[src/shared/mtcu_pkg.sv]
// Constants for the motor update and commutation timer block
package mtcu_pkg;
	localparam logic [7:0] ADDR_W = 8'h08;
	// Word byte offsets
	localparam logic [7:0] OFF_TIM    = 8'h00;
	localparam logic [7:0] OFF_TIML   = 8'h04;
	localparam logic [7:0] OFF_ZPRV   = 8'h08;
	localparam logic [7:0] OFF_ZREG   = 8'h0c;
	localparam logic [7:0] OFF_COMP   = 8'h10;
	localparam logic [7:0] OFF_DREG   = 8'h14;
	localparam logic [7:0] OFF_WGHT   = 8'h18;
	localparam logic [7:0] OFF_PRSR   = 8'h1c;
	localparam logic [7:0] OFF_IMR    = 8'h20;
	localparam logic [7:0] OFF_ISR    = 8'h24;
	localparam logic [7:0] OFF_CTRL   = 8'h28;
	localparam logic [7:0] OFF_REP    = 8'h2c;
	localparam logic [7:0] OFF_PCR    = 8'h30;
	localparam logic [7:0] OFF_CMP0   = 8'h34;
	localparam logic [7:0] OFF_CMPU   = 8'h38;
	localparam logic [7:0] OFF_CMPV   = 8'h3c;
	localparam logic [7:0] OFF_CMPW   = 8'h40;
	localparam logic [7:0] OFF_ACT0   = 8'h44;
	localparam logic [7:0] OFF_CNT    = 8'h48;
	// Status bits
	localparam int ISR_PU  = 7;
	localparam int ISR_RP  = 6;
	localparam int ISR_RM  = 5;
	localparam int ISR_CL  = 4;
	localparam int ISR_EM  = 3;
	localparam int ISR_ZC  = 2;
	localparam int ISR_DM  = 1;
	localparam int ISR_CC  = 0;
	// Speed error clear bit of a status write, read back at the same place
	localparam int ISR_SE  = 8;
	// Mask bits (bit 6 is speed error)
	localparam int IMR_SE  = 6;
	localparam int IMR_RI  = 5;
	// Control bits
	localparam int CTL_CKE = 0;
	localparam int CTL_AUTOSW = 1;
	localparam int CTL_VOC = 2;
	localparam int CTL_CAPSEL = 3;
	localparam int CTL_SPD = 4;
	localparam int CTL_CMS = 5;
	localparam int CTL_HLT = 6;
	localparam logic [7:0] RESYNC_VAL = 8'hff;
	localparam logic [7:0] RST8       = 8'h00;
	localparam logic [15:0] CMP_RST   = 16'h0000;
endpackage

[src/hw/mtcu_top.sv]
// PWM update path, interrupt gating and commutation timer registers
`timescale 1ns/100ps
module mtcu_top #(
	parameter int CNT_W = 12,
	parameter int REP_W = 8
) (
	input  wire logic        i_clk,
	input  wire logic        i_rst,
	input  wire logic        i_psel,
	input  wire logic        i_penable,
	input  wire logic        i_pwrite,
	input  wire logic [7:0]  i_paddr,
	input  wire logic [31:0] i_pwdata,
	input  wire logic        i_global_mask,
	input  wire logic        i_zero_cross,
	input  wire logic        i_ratio_inc,
	input  wire logic        i_ratio_dec,
	input  wire logic        i_cur_limit,
	input  wire logic        i_emergency,
	input  wire logic        i_demag_end,
	input  wire logic        i_commutate,
	output logic [31:0]      o_prdata,
	output logic             o_pready,
	output logic             o_pslverr,
	output logic             o_irq_update,
	output logic             o_irq_ratio,
	output logic             o_irq_event,
	output logic             o_update,
	output logic [15:0]      o_act_u,
	output logic [15:0]      o_act_v,
	output logic [15:0]      o_act_w
);
	typedef struct packed {
		logic [7:0]       tim;
		logic [7:0]       timl;
		logic [7:0]       zprv;
		logic [7:0]       zreg;
		logic [7:0]       comp;
		logic [7:0]       dreg;
		logic [7:0]       wght;
		logic [7:0]       prsr;
		logic [7:0]       imr;
		logic [7:0]       isr;
		logic             speed_err;
		logic [7:0]       ctrl;
		logic [7:0]       rep;
		logic [7:0]       pcr;
		logic [15:0]      pre0;
		logic [15:0]      preu;
		logic [15:0]      prev;
		logic [15:0]      prew;
		logic [15:0]      act0;
		// Active copies taken at forced transfers only
		logic [REP_W-1:0] act_rep;
		logic [7:0]       act_pcr;
		logic [CNT_W-1:0] cnt;
		logic             down;
		logic [3:0]       psc;
		// Set by a high capture read, cleared by the low read
		logic             cap_block;
		logic [31:0]      prdata;
		logic             pready;
		logic             pslverr;
		logic             irq_u;
		logic             irq_r;
		logic             irq_e;
		logic             upd;
		logic [15:0]      actu;
		logic [15:0]      actv;
		logic [15:0]      actw;
	} mtcu_st_t;

	mtcu_st_t st_q;
	mtcu_st_t st_d;
	logic     rep_expire;
	logic     wrap;
	logic     run;
	logic     cke_rise;
	logic     resync;
	logic     wr;
	logic     rd;
	logic [7:0] wdat;
	logic [REP_W-1:0] rep_reload;

	initial begin
		if (CNT_W < 8 || CNT_W > 16) $error("counter width unsupported");
		if (REP_W != 8) $error("repetition width must be 8");
	end

	// Taken on the first access cycle; the ready pulse blocks a repeat
	assign wr   = i_psel && i_penable && i_pwrite && !st_q.pready;
	assign rd   = i_psel && i_penable && !i_pwrite && !st_q.pready;
	// Byte-wide registers use the low lane only
	assign wdat = i_pwdata[7:0];
	assign run  = st_q.ctrl[mtcu_pkg::CTL_CKE] && !st_q.ctrl[mtcu_pkg::CTL_HLT];
	// Of the enable writes, only a zero-to-one edge forces a transfer
	assign cke_rise = wr && (i_paddr == mtcu_pkg::OFF_CTRL)
		&& wdat[mtcu_pkg::CTL_CKE] && !st_q.ctrl[mtcu_pkg::CTL_CKE];
	assign resync = wr && (i_paddr == mtcu_pkg::OFF_ISR)
		&& (wdat == mtcu_pkg::RESYNC_VAL);
	// Overflow at top or underflow at zero, one prescaled tick
	// A new prescale value waits for the next forced transfer
	assign wrap = run && (st_q.psc >= st_q.act_pcr[3:0])
		&& (st_q.down ? (st_q.cnt == '0)
		: (st_q.cnt >= st_q.act0[CNT_W-1:0]));

	// Expiry reloads from the active copy; a forced load takes the new value
	assign rep_reload = (cke_rise || resync) ? st_q.rep[REP_W-1:0]
		: st_q.act_rep;

	mtcu_rep_cnt #(.W(REP_W)) u_rep (
		.i_clk    (i_clk),
		.i_rst    (i_rst),
		.i_run    (run),
		.i_force  (cke_rise || resync),
		.i_wrap   (wrap),
		.i_reload (rep_reload),
		.o_expire (rep_expire)
	);

	always_comb begin
		logic        upd_ev;
		logic        tick;
		logic [15:0] prod;
		logic [7:0]  flags;
		logic [7:0]  ev;
		logic        se_set;
		st_d    = st_q;
		upd_ev  = cke_rise || resync || rep_expire;
		tick    = run && (st_q.psc >= st_q.act_pcr[3:0]);
		prod    = 16'h0000;
		flags   = st_q.isr;
		ev      = 8'h00;
		se_set  = 1'b0;
		// Bus answer and update strobe last one cycle
		st_d.pready  = 1'b0;
		st_d.pslverr = 1'b0;
		st_d.upd     = 1'b0;
		// PWM counter and prescaler
		st_d.psc = tick ? 4'h0 : (run ? st_q.psc + 4'h1 : 4'h0);
		// hold at zero when clock off
		if (!st_q.ctrl[mtcu_pkg::CTL_CKE] || resync) begin
			st_d.cnt  = '0;
			st_d.down = 1'b0;
			st_d.psc  = 4'h0;
		end else if (tick) begin
			if (st_q.act_pcr[mtcu_pkg::CTL_CMS]) begin
				if (!st_q.down && st_q.cnt >= st_q.act0[CNT_W-1:0]) begin
					st_d.down = 1'b1;
					st_d.cnt  = st_q.cnt - 1'b1;
				end else if (st_q.down && st_q.cnt == '0) begin
					st_d.down = 1'b0;
					st_d.cnt  = st_q.cnt + 1'b1;
				end else begin
					st_d.cnt = st_q.down ? st_q.cnt - 1'b1
						: st_q.cnt + 1'b1;
				end
			end else begin
				// edge mode wraps once per cycle
				st_d.cnt  = (st_q.cnt >= st_q.act0[CNT_W-1:0]) ? '0
					: st_q.cnt + 1'b1;
				st_d.down = 1'b0;
			end
		end
		// compare transfer on enable, resync or repetition expiry; prescale and repetition on enable or resync only
		if (upd_ev) begin
			st_d.act0 = st_q.pre0;
			st_d.actu = st_q.preu;
			st_d.actv = st_q.prev;
			st_d.actw = st_q.prew;
			st_d.upd  = 1'b1;
			if (cke_rise || resync) begin
				st_d.act_rep = st_q.rep[REP_W-1:0];
				st_d.act_pcr = st_q.pcr;
			end
		end
		// Commutation timer; halt freezes it
		if (run) begin
			if (st_q.ctrl[mtcu_pkg::CTL_SPD]) begin
				{st_d.tim, st_d.timl} = {st_q.tim, st_q.timl} + 16'h0001;
			end else begin
				st_d.tim = st_q.tim + 8'h01;
			end
			if (st_q.ctrl[mtcu_pkg::CTL_SPD] && st_q.tim == st_q.dreg) begin
				se_set = 1'b1;
			end
			if (i_ratio_inc && st_q.prsr[3:0] != 4'hf) begin
				st_d.prsr[3:0] = st_q.prsr[3:0] + 4'h1;
			end else if (i_ratio_dec && st_q.prsr[3:0] != 4'h0) begin
				st_d.prsr[3:0] = st_q.prsr[3:0] - 4'h1;
			end
			if (i_zero_cross && !st_q.ctrl[mtcu_pkg::CTL_SPD]) begin
				st_d.zprv = st_q.zreg;
				st_d.zreg = st_q.tim;
				// weighted next commutation
				// Product takes the captures as they stood before the shift
				if (st_q.ctrl[mtcu_pkg::CTL_AUTOSW]) begin
					prod = st_q.ctrl[mtcu_pkg::CTL_CAPSEL]
						? st_q.zprv * st_q.wght : st_q.zreg * st_q.wght;
					st_d.comp = prod[15:8];
				end
			end
			// Event pins count only while the block runs
			ev[mtcu_pkg::ISR_RP] = i_ratio_inc;
			ev[mtcu_pkg::ISR_RM] = i_ratio_dec;
			// current limit only in voltage mode
			ev[mtcu_pkg::ISR_CL] = i_cur_limit
				&& !st_q.ctrl[mtcu_pkg::CTL_VOC];
			ev[mtcu_pkg::ISR_EM] = i_emergency;
			ev[mtcu_pkg::ISR_ZC] = i_zero_cross;
			ev[mtcu_pkg::ISR_DM] = i_demag_end;
			ev[mtcu_pkg::ISR_CC] = i_commutate;
		end
		ev[mtcu_pkg::ISR_PU] = upd_ev;
		// Register writes
		// Software writes override the count of the same cycle
		if (wr) begin
			unique case (i_paddr)
				mtcu_pkg::OFF_TIM:  st_d.tim  = wdat;
				mtcu_pkg::OFF_TIML: st_d.timl = wdat;
				mtcu_pkg::OFF_ZPRV: st_d.zprv = wdat;
				mtcu_pkg::OFF_ZREG: st_d.zreg = wdat;
				mtcu_pkg::OFF_COMP: st_d.comp = wdat;
				mtcu_pkg::OFF_DREG: st_d.dreg = wdat;
				mtcu_pkg::OFF_WGHT: st_d.wght = wdat;
				mtcu_pkg::OFF_PRSR: st_d.prsr = wdat;
				mtcu_pkg::OFF_IMR:  st_d.imr  = wdat;
				mtcu_pkg::OFF_ISR: begin
					if (resync) begin
						flags = st_q.isr;
					end else if (st_q.ctrl[mtcu_pkg::CTL_AUTOSW]) begin
						flags = st_q.isr & wdat;
					end else begin
						flags = wdat;
					end
					// Resync leaves the speed error alone
					if (!resync && !i_pwdata[mtcu_pkg::ISR_SE]) begin
						st_d.speed_err = 1'b0;
					end
				end
				mtcu_pkg::OFF_CTRL: st_d.ctrl = wdat;
				mtcu_pkg::OFF_REP:  st_d.rep  = wdat;
				mtcu_pkg::OFF_PCR:  st_d.pcr  = wdat;
				// Compares arrive whole, so no half value can transfer
				mtcu_pkg::OFF_CMP0: st_d.pre0 = i_pwdata[15:0];
				mtcu_pkg::OFF_CMPU: st_d.preu = i_pwdata[15:0];
				mtcu_pkg::OFF_CMPV: st_d.prev = i_pwdata[15:0];
				mtcu_pkg::OFF_CMPW: st_d.prew = i_pwdata[15:0];
				default: st_d.pslverr = 1'b1;
			endcase
		end
		// Hardware set wins over software clear
		st_d.isr = flags | ev;
		if (se_set) st_d.speed_err = 1'b1;
		// Read data stands until the next read
		if (rd) begin
			st_d.prdata = 32'h0000_0000;
			unique case (i_paddr)
				mtcu_pkg::OFF_TIM: begin
					st_d.prdata[7:0] = st_q.tim;
					if (st_q.ctrl[mtcu_pkg::CTL_SPD] && !st_q.cap_block) begin
						st_d.zreg = st_q.tim;
						st_d.zprv = st_q.timl;
					end
				end
				mtcu_pkg::OFF_TIML: st_d.prdata[7:0] = st_q.timl;
				mtcu_pkg::OFF_ZPRV: begin
					st_d.prdata[7:0] = st_q.zprv;
					st_d.cap_block   = 1'b0;
				end
				mtcu_pkg::OFF_ZREG: begin
					st_d.prdata[7:0] = st_q.zreg;
					if (st_q.ctrl[mtcu_pkg::CTL_SPD]) st_d.cap_block = 1'b1;
				end
				mtcu_pkg::OFF_COMP: st_d.prdata[7:0] = st_q.comp;
				mtcu_pkg::OFF_DREG: st_d.prdata[7:0] = st_q.dreg;
				mtcu_pkg::OFF_WGHT: st_d.prdata[7:0] = st_q.wght;
				mtcu_pkg::OFF_PRSR: st_d.prdata[7:0] = st_q.prsr;
				mtcu_pkg::OFF_IMR:  st_d.prdata[7:0] = st_q.imr;
				mtcu_pkg::OFF_ISR:  st_d.prdata[8:0] = {st_q.speed_err, st_q.isr};
				mtcu_pkg::OFF_CTRL: st_d.prdata[7:0] = st_q.ctrl;
				mtcu_pkg::OFF_REP:  st_d.prdata[7:0] = st_q.rep;
				mtcu_pkg::OFF_PCR:  st_d.prdata[7:0] = st_q.pcr;
				// Compare reads return the preload, not the active value
				mtcu_pkg::OFF_CMP0: st_d.prdata[15:0] = st_q.pre0;
				mtcu_pkg::OFF_CMPU: st_d.prdata[15:0] = st_q.preu;
				mtcu_pkg::OFF_CMPV: st_d.prdata[15:0] = st_q.prev;
				mtcu_pkg::OFF_CMPW: st_d.prdata[15:0] = st_q.prew;
				mtcu_pkg::OFF_ACT0: st_d.prdata[15:0] = st_q.act0;
				mtcu_pkg::OFF_CNT:  st_d.prdata[CNT_W-1:0] = st_q.cnt;
				default: st_d.pslverr = 1'b1;
			endcase
		end
		if (rd || wr) st_d.pready = 1'b1;
		// Flags of this edge feed the irqs so both rise together
		// mask and global gate per vector
		// update irq follows update flag in the same edge
		st_d.irq_u = !i_global_mask && st_d.isr[mtcu_pkg::ISR_PU]
			&& st_q.imr[mtcu_pkg::ISR_PU];
		st_d.irq_r = !i_global_mask && st_q.imr[mtcu_pkg::IMR_RI]
			&& (st_d.isr[mtcu_pkg::ISR_RP] || st_d.isr[mtcu_pkg::ISR_RM]);
		st_d.irq_e = !i_global_mask && (|(st_d.isr[4:0] & st_q.imr[4:0])
			|| (st_d.speed_err && st_q.imr[mtcu_pkg::IMR_SE]));
	end

	// Synchronous reset clears every flop, the outputs included
	always_ff @(posedge i_clk) begin
		if (i_rst) begin
			st_q <= '0;
		end else begin
			st_q <= st_d;
		end
	end

	// Outputs are taken straight from the state flops
	assign o_prdata     = st_q.prdata;
	assign o_pready     = st_q.pready;
	assign o_pslverr    = st_q.pslverr;
	assign o_irq_update = st_q.irq_u;
	assign o_irq_ratio  = st_q.irq_r;
	assign o_irq_event  = st_q.irq_e;
	assign o_update     = st_q.upd;
	assign o_act_u      = st_q.actu;
	assign o_act_v      = st_q.actv;
	assign o_act_w      = st_q.actw;
endmodule

[src/hw/mtcu_rep_cnt.sv]
// Auto-reload repetition down-counter that paces compare updates
`timescale 1ns/100ps
module mtcu_rep_cnt #(
	parameter int W = 8
) (
	input  wire logic         i_clk,
	input  wire logic         i_rst,
	input  wire logic         i_run,
	input  wire logic         i_force,
	input  wire logic         i_wrap,
	input  wire logic [W-1:0] i_reload,
	output logic              o_expire
);
	logic [W-1:0] cnt_q;
	logic [W-1:0] cnt_d;

	initial begin
		if (W < 2) $error("repetition width too small");
	end

	assign o_expire = i_run && i_wrap && (cnt_q == '0);

	always_comb begin
		cnt_d = cnt_q;
		// reload after expiry, N wraps per transfer
		// A value of zero transfers at every wrap
		if (i_force || o_expire) begin
			cnt_d = (i_reload == '0) ? '0 : i_reload - 1'b1;
		end else if (i_run && i_wrap) begin
			cnt_d = cnt_q - 1'b1;
		end
	end

	always_ff @(posedge i_clk) begin
		if (i_rst) begin
			cnt_q <= '0;
		end else begin
			cnt_q <= cnt_d;
		end
	end
endmodule

[config.mk]
export PLATFORM = sky130hd
export DESIGN_NAME = mtcu_top
export DESIGN_NICKNAME = d
export VERILOG_FILES = /design/src/shared/mtcu_pkg.sv /design/src/hw/mtcu_top.sv /design/src/hw/mtcu_rep_cnt.sv
export SDC_FILE = /design/constraint.sdc
export NUM_CORES = 1
export LEC_CHECK = 0
export BUFFER_PORTS_ARGS = -buffer_cell sky130_fd_sc_hd__buf_2
export CORE_UTILIZATION = 60
export CTS_CLUSTER_SIZE = 30
export DETAILED_ROUTE_END_ITERATION = 16
export GPL_ROUTABILITY_DRIVEN = 0
export HOLD_SLACK_MARGIN = 0.06
export PLACE_DENSITY = 0.84
export SYNTH_ARGS = -nofsm -noshare
export SYNTH_HDL_FRONTEND = slang
export SYNTH_SLANG_ARGS = --single-unit
[constraint.sdc]
create_clock -name i_clk -period 15.2 [get_ports i_clk]
set_clock_uncertainty 0.1 [all_clocks]
set_input_delay 2.28 -clock i_clk [delete_from_list [all_inputs] [get_ports i_clk]]
set_output_delay 2.28 -clock i_clk [all_outputs]
set_load 0.005 [all_outputs]
# == Word level (Yosys, flattened, before mapping) ==
# Cells that the tools add are included.
# totals
input_bits,53
regBits,295
# classes
addsub,9
n_mul,2
order_cmp,2
n_eq_ne,23
n_mux,63
bitwise,4
n_reduce_logical,73
# ops
cell,n
2-to-1 mux 8 bit,23
one-hot mux 8 bit (19 select lines),1
2-to-1 mux 16 bit,8
2-to-1 mux 89 bit,1
2-to-1 mux 72 bit,1
"equality test 8 x 6 -> 1 bit, second input constant",8
2-to-1 mux 49 bit,1
2-to-1 mux 40 bit,1
2-to-1 mux 12 bit,3
"equality test 8 x 5 -> 1 bit, second input constant",4
multiplier 8 x 8 -> 16 bit,2
logical AND 1 bit,30
2-to-1 mux 13 bit,2
AND reduction 2 bit,13
"equality test 8 x 7 -> 1 bit, second input constant",3
logical NOT 8 bit,3
2-to-1 mux 24 bit,1
one-hot mux 4 bit (5 select lines),1
OR reduction 19 bit,1
one-hot mux 3 bit (6 select lines),1
OR reduction 17 bit,1
"adder 16 x 1 -> 16 bit, second input constant",1
"equality test 8 x 4 -> 1 bit, second input constant",2
"subtractor 8 x 1 -> 8 bit, second input constant",2
31 further kinds,62

# == Longest topological paths before layout ==
# logic_depth
word_depth,14
depth_mapped,19
mapped_depth_nobuf,18

# == Modules after synthesis ==
# From an unflattened synthesis, not the netlist that was laid out.
# hier_totals
hier_cells,2303
hier_area_um2,18687.9
# modules_own_cells
module,cells_per_inst,area_per_inst_um2,instances
mtcu_top,2212,17920.9,1
mtcu_rep_cnt,91,767.0,1

# == Worst setup path after synthesis ==
# OpenSTA, ideal clock, no wires.
# synth_path
path_kind,input to register
startpoint,in i_paddr[4]
endpoint,reg u_rep.cnt_q[6]
path_slack_ns,9.674
arrival_time_ns,5.335
cell_stages,16
setup_time_ns,0.091
cell_sequence,or4b_1 > buf_2 > nor3_1 > buf_4 > a32o_1 > buf_2 > buf_2 > mux2i_1 > ha_1 > nand2_1 > or3_1 > nor3b_1 > a21oi_1 > o21ai_0 > a221oi_1 > a311oi_1
# synth_via
elab_chain_cells,9
elab_cells_between_ends,15
cone_classes,1 x add/sub; 2 x eq/ne; 3 x mux; 9 x reduce/logical
# synth_lines
element,line,text
"start, declared",mtcu_top.sv:12,"input wire logic [7:0] i_paddr,"
equality test 8 x 6 -> 1 bit,mtcu_top.sv:97,assign cke_rise = wr && (i_paddr == mtcu_pkg::OFF_CTRL)
logical AND 1 bit,mtcu_top.sv:97,
logical AND 1 bit (2 in a row),mtcu_top.sv:98,&& wdat[mtcu_pkg::CTL_CKE] && !st_q.ctrl[mtcu_pkg::CTL_CKE];
logical OR 1 bit *,"mtcu_top.sv:108, mtcu_top.sv:115",
2-to-1 mux 8 bit,mtcu_top.sv:108,assign rep_reload = (cke_rise || resync) ? st_q.rep[REP_W-1:0]
subtractor 8 x 1 -> 8 bit or logical NOT 8 bit (tied branches),mtcu_rep_cnt.sv:28,cnt_d = (i_reload == '0) ? '0 : i_reload - 1'b1;
2-to-1 mux 8 bit,mtcu_rep_cnt.sv:28,
2-to-1 mux 8 bit,mtcu_rep_cnt.sv:27,if (i_force || o_expire) begin
"end signal, assigned",mtcu_rep_cnt.sv:38,cnt_q <= cnt_d;
"end, declared",mtcu_rep_cnt.sv:14,logic [W-1:0] cnt_q;
# Every way passes the cells marked *; elsewhere a longest branch is shown, timed or not.
# A chain may end at the register's enable or synchronous reset.

# == Worst setup path after layout ==
# Ends and elaborated chain as after synthesis.

==> impl_metrics.csv <==
group,metric,value,unit
pwr,p_int,1.212,mW
floorplanning,start_util,61.36,%
run_status,outcome,"finished clean",
routing,drc_errors,0,
clocking,cts_buffer_depth,3,
global_routing,grt_use_total,34.43,%
sta,fin_ws,8895,ps
sta,rsz0062_at_grt,"no",
floorplanning,num_rows,63,
synthesis,dominantRegCellSynth,"dfxtp_1",
cells_and_area,final_common_cell,"nand2_1",
placement,placed_area,0.01844,mm^2
global_routing,grt_pass1_wl,85350,um
cells_and_area,instances_no_fill,2638,
clocking,cts_root_buf,"clkbuf_16",
synthesis,async_flop_share,0,%
routing,num_vias,16971,
routing,wirelength,54240,um
synthesis,synth_area_leaders,"dfxtp_1 (32%), nand2_1 (8.4%), fa_1 (7.6%)",
routing,drtIter0Drc,2082,
global_routing,grt_antenna_before_repair,5,
pwr,p_per_area,80.40,mW/mm^2
placement,dp_cells,2583,
pwr,switching_share,22.50,%
synthesis,synth.distinct_cells,74,
sta,fin_setup_tns,0,ps
floorplanning,ios,139,
sta,finalHoldViolations,0,
pwr,power_frac_comb,3.0,%
synthesis,synth_edf_count,0,
clocking,ctsResizeCount,0,
synthesis,synth_area_per_cell,8.058,um^2
critical_path,critPathArrivalTime,6670,ps
clocking,cts_tree,"done",
routing,viasPerCell,6.433,
floorplanning,coreArea,0.02987,mm^2
global_routing,first_global_vias,16209,
synthesis,synth_top_area_share,32.10,%
clocking,cts.htree.levels,1,
cells_and_area,drive_gt1_share,8.953,%
critical_path,startpoint_type,"input port",
synthesis,postSynthCellCount,2275,
synthesis,yosys_warnings,0,
placement,place_ws,8467,ps
global_routing,grt_max_degree,105,
global_routing,overflow,0,
synthesis,yosysTopAreaCell,"dfxtp_1",
critical_path,crit_type,"input port to register",
critical_path,critPathCaptureType,"register",
routing,antenna_left,0,
routing,dr.pass1.iters,9,
clocking,path_clk_slew,70,ps
pwr,vdd_drop_max,0.09665,mV
min_path,hp-class,"register to register",
floorplanning,die_width,176.8,um
cells_and_area,mostFrequentLayoutCells,"nand2_1 (408), dfxtp_1 (294), a21oi_1 (216)",
sta,setup-violations-final,0,
pwr,seqPwrFrac,49.4,%
pwr,clockPowerShare,47.6,%
cells_and_area,fin_area,0.01945,mm^2
placement,dp_hpwl,37280,um
pwr,power_leakage,8.070,nW
clocking,post-cts-setup-buffers,0,
sta,fin_crit_sh,41.48,%
sta,slew-limit-headroom,8.894,%
pwr,p_sw,351.7,uW
critical_path,cp_max_fo,24,
clocking,cts.sinks,294,
cells_and_area,num-nets-final,2439,
sta,period_minus_slack,6305,ps
sta,worst_pin_slew,1359,ps
floorplanning,die_y,176.8,um
cells_and_area,syn_to_final_growth,6.081,%
sta,drv_slew,0,
clocking,cts-buffers-inserted,29,
placement,io_buffers,106,
synthesis,ys_seq_area_share,32.10,%
critical_path,required,15570,ps
sta,clock.fmax,158.6,MHz
synthesis,ys_seq_elements,294,
clocking,hold_buffers,0,
floorplanning,dieArea,0.03126,mm^2
sta,timing.hold.ws,350.4,ps
clocking,clkLatencyLatePin,560,ps
routing,wire_per_inst,20.56,um
flow_run,drv_cap,0,
synthesis,syn_area,0.01833,mm^2
[state kept, by name, indices dropped and copies added (netlist names)]
register / count
o_pslverr: 1
o_irq_update: 1
o_prdata: 16
o_irq_ratio: 1
o_update: 1
o_pready: 1
o_act_u: 16
u_rep.cnt_q: 8
o_irq_event: 1
st_q: 216
o_act_w: 16
o_act_v: 16
[routing by layer]
layer | global-route usage [%] | vias to the layer above | part of all wire, %
met5 | 0 | - | 0.072
met4 | 19.54 | 2 | 6.1
met3 | 6.937 | 267 | 11
met2 | 57.30 | 1040 | 46
met1 | 41.39 | 8031 | 37
li1 | - | 7631 | -
[per-stage QoR]
stage	power [mW]	utilization (%)
detailed placement	0.8340	61.71
floorplan	0.8191	-
CTS	1.560	65.07
global route	1.596	65.09
global placement	0.8330	61.71
finish	1.564	65.10
[cell type report]
cell class,count,area [um^2]
inverter,115,431.7
fill,2442,10430
timing repair buffer,127,696.9
clock buffer,41,860.8
clock inverter,11,142.6
antenna,3,7.507
tap,390,488.0
multi-input combinational,1657,10930
sequential,294,5886
[logic make-up after synthesis]
logic type / after synthesis / share of synthesized area [%]
other cells: 1 / 0.02046
flops: 294 / 32.10
simple gates: 877 / 21.94
fa+ha+maj: 162 / 13.92
mux: 69 / 3.788
buf+inv: 339 / 8.797
compound gates: 481 / 16.95
xor+xnor: 52 / 2.484
[synthesized netlist by cell type (all sizes together) (10+ instances only)]
cell,count
a211oi,30
a21oi,217
a221oi,21
a222oi,17
a22o,13
a22oi,46
a311oi,13
and2,103
and3,15
buf,104
clkbuf,120
dfxtp,294
fa,70
ha,92
inv,114
mux2i,66
nand2,408
nand3,71
nand4,24
nor2,170
nor3,28
o211ai,15
o21ai,37
o22ai,14
o31ai,12
or3,10
xnor2,35
xor2,17
[power by group through the flow]
stage / clock, mW / sequential (mW) / combinational (mW)
finish: 0.745 / 0.773 / 0.0462
detailed placement: 0 / 0.790 / 0.0438
global placement: 0 / 0.790 / 0.0428
CTS: 0.744 / 0.773 / 0.0439
floorplan: 0 / 0.790 / 0.0295
global route: 0.775 / 0.773 / 0.0480
[worst max-delay path: stages]
cell,delay [ps]
buf_2,120
or4b_1,710
nor2_2,590
a32o_1,950
mux2i_1,410
ha_1,300
nand2_1,110
or3_1,360
nor3b_1,210
a21oi_1,70
o21ai_0,160
a221oi_1,110
a311oi_1,280
[worst paths after layout]
path	from	endpoint	slack, ps	cells past startpoint
setup / recovery	i_paddr[4]	u_rep.cnt_q[6]	8890	13
setup reg to reg	st_q[255]	st_q[272]	9250	16
hold / removal	o_act_u[0]	o_act_u[0]	350	2
hold reg to reg	o_act_u[0]	o_act_u[0]	350	2
Note: power is estimated with default switching activity, not from simulation.
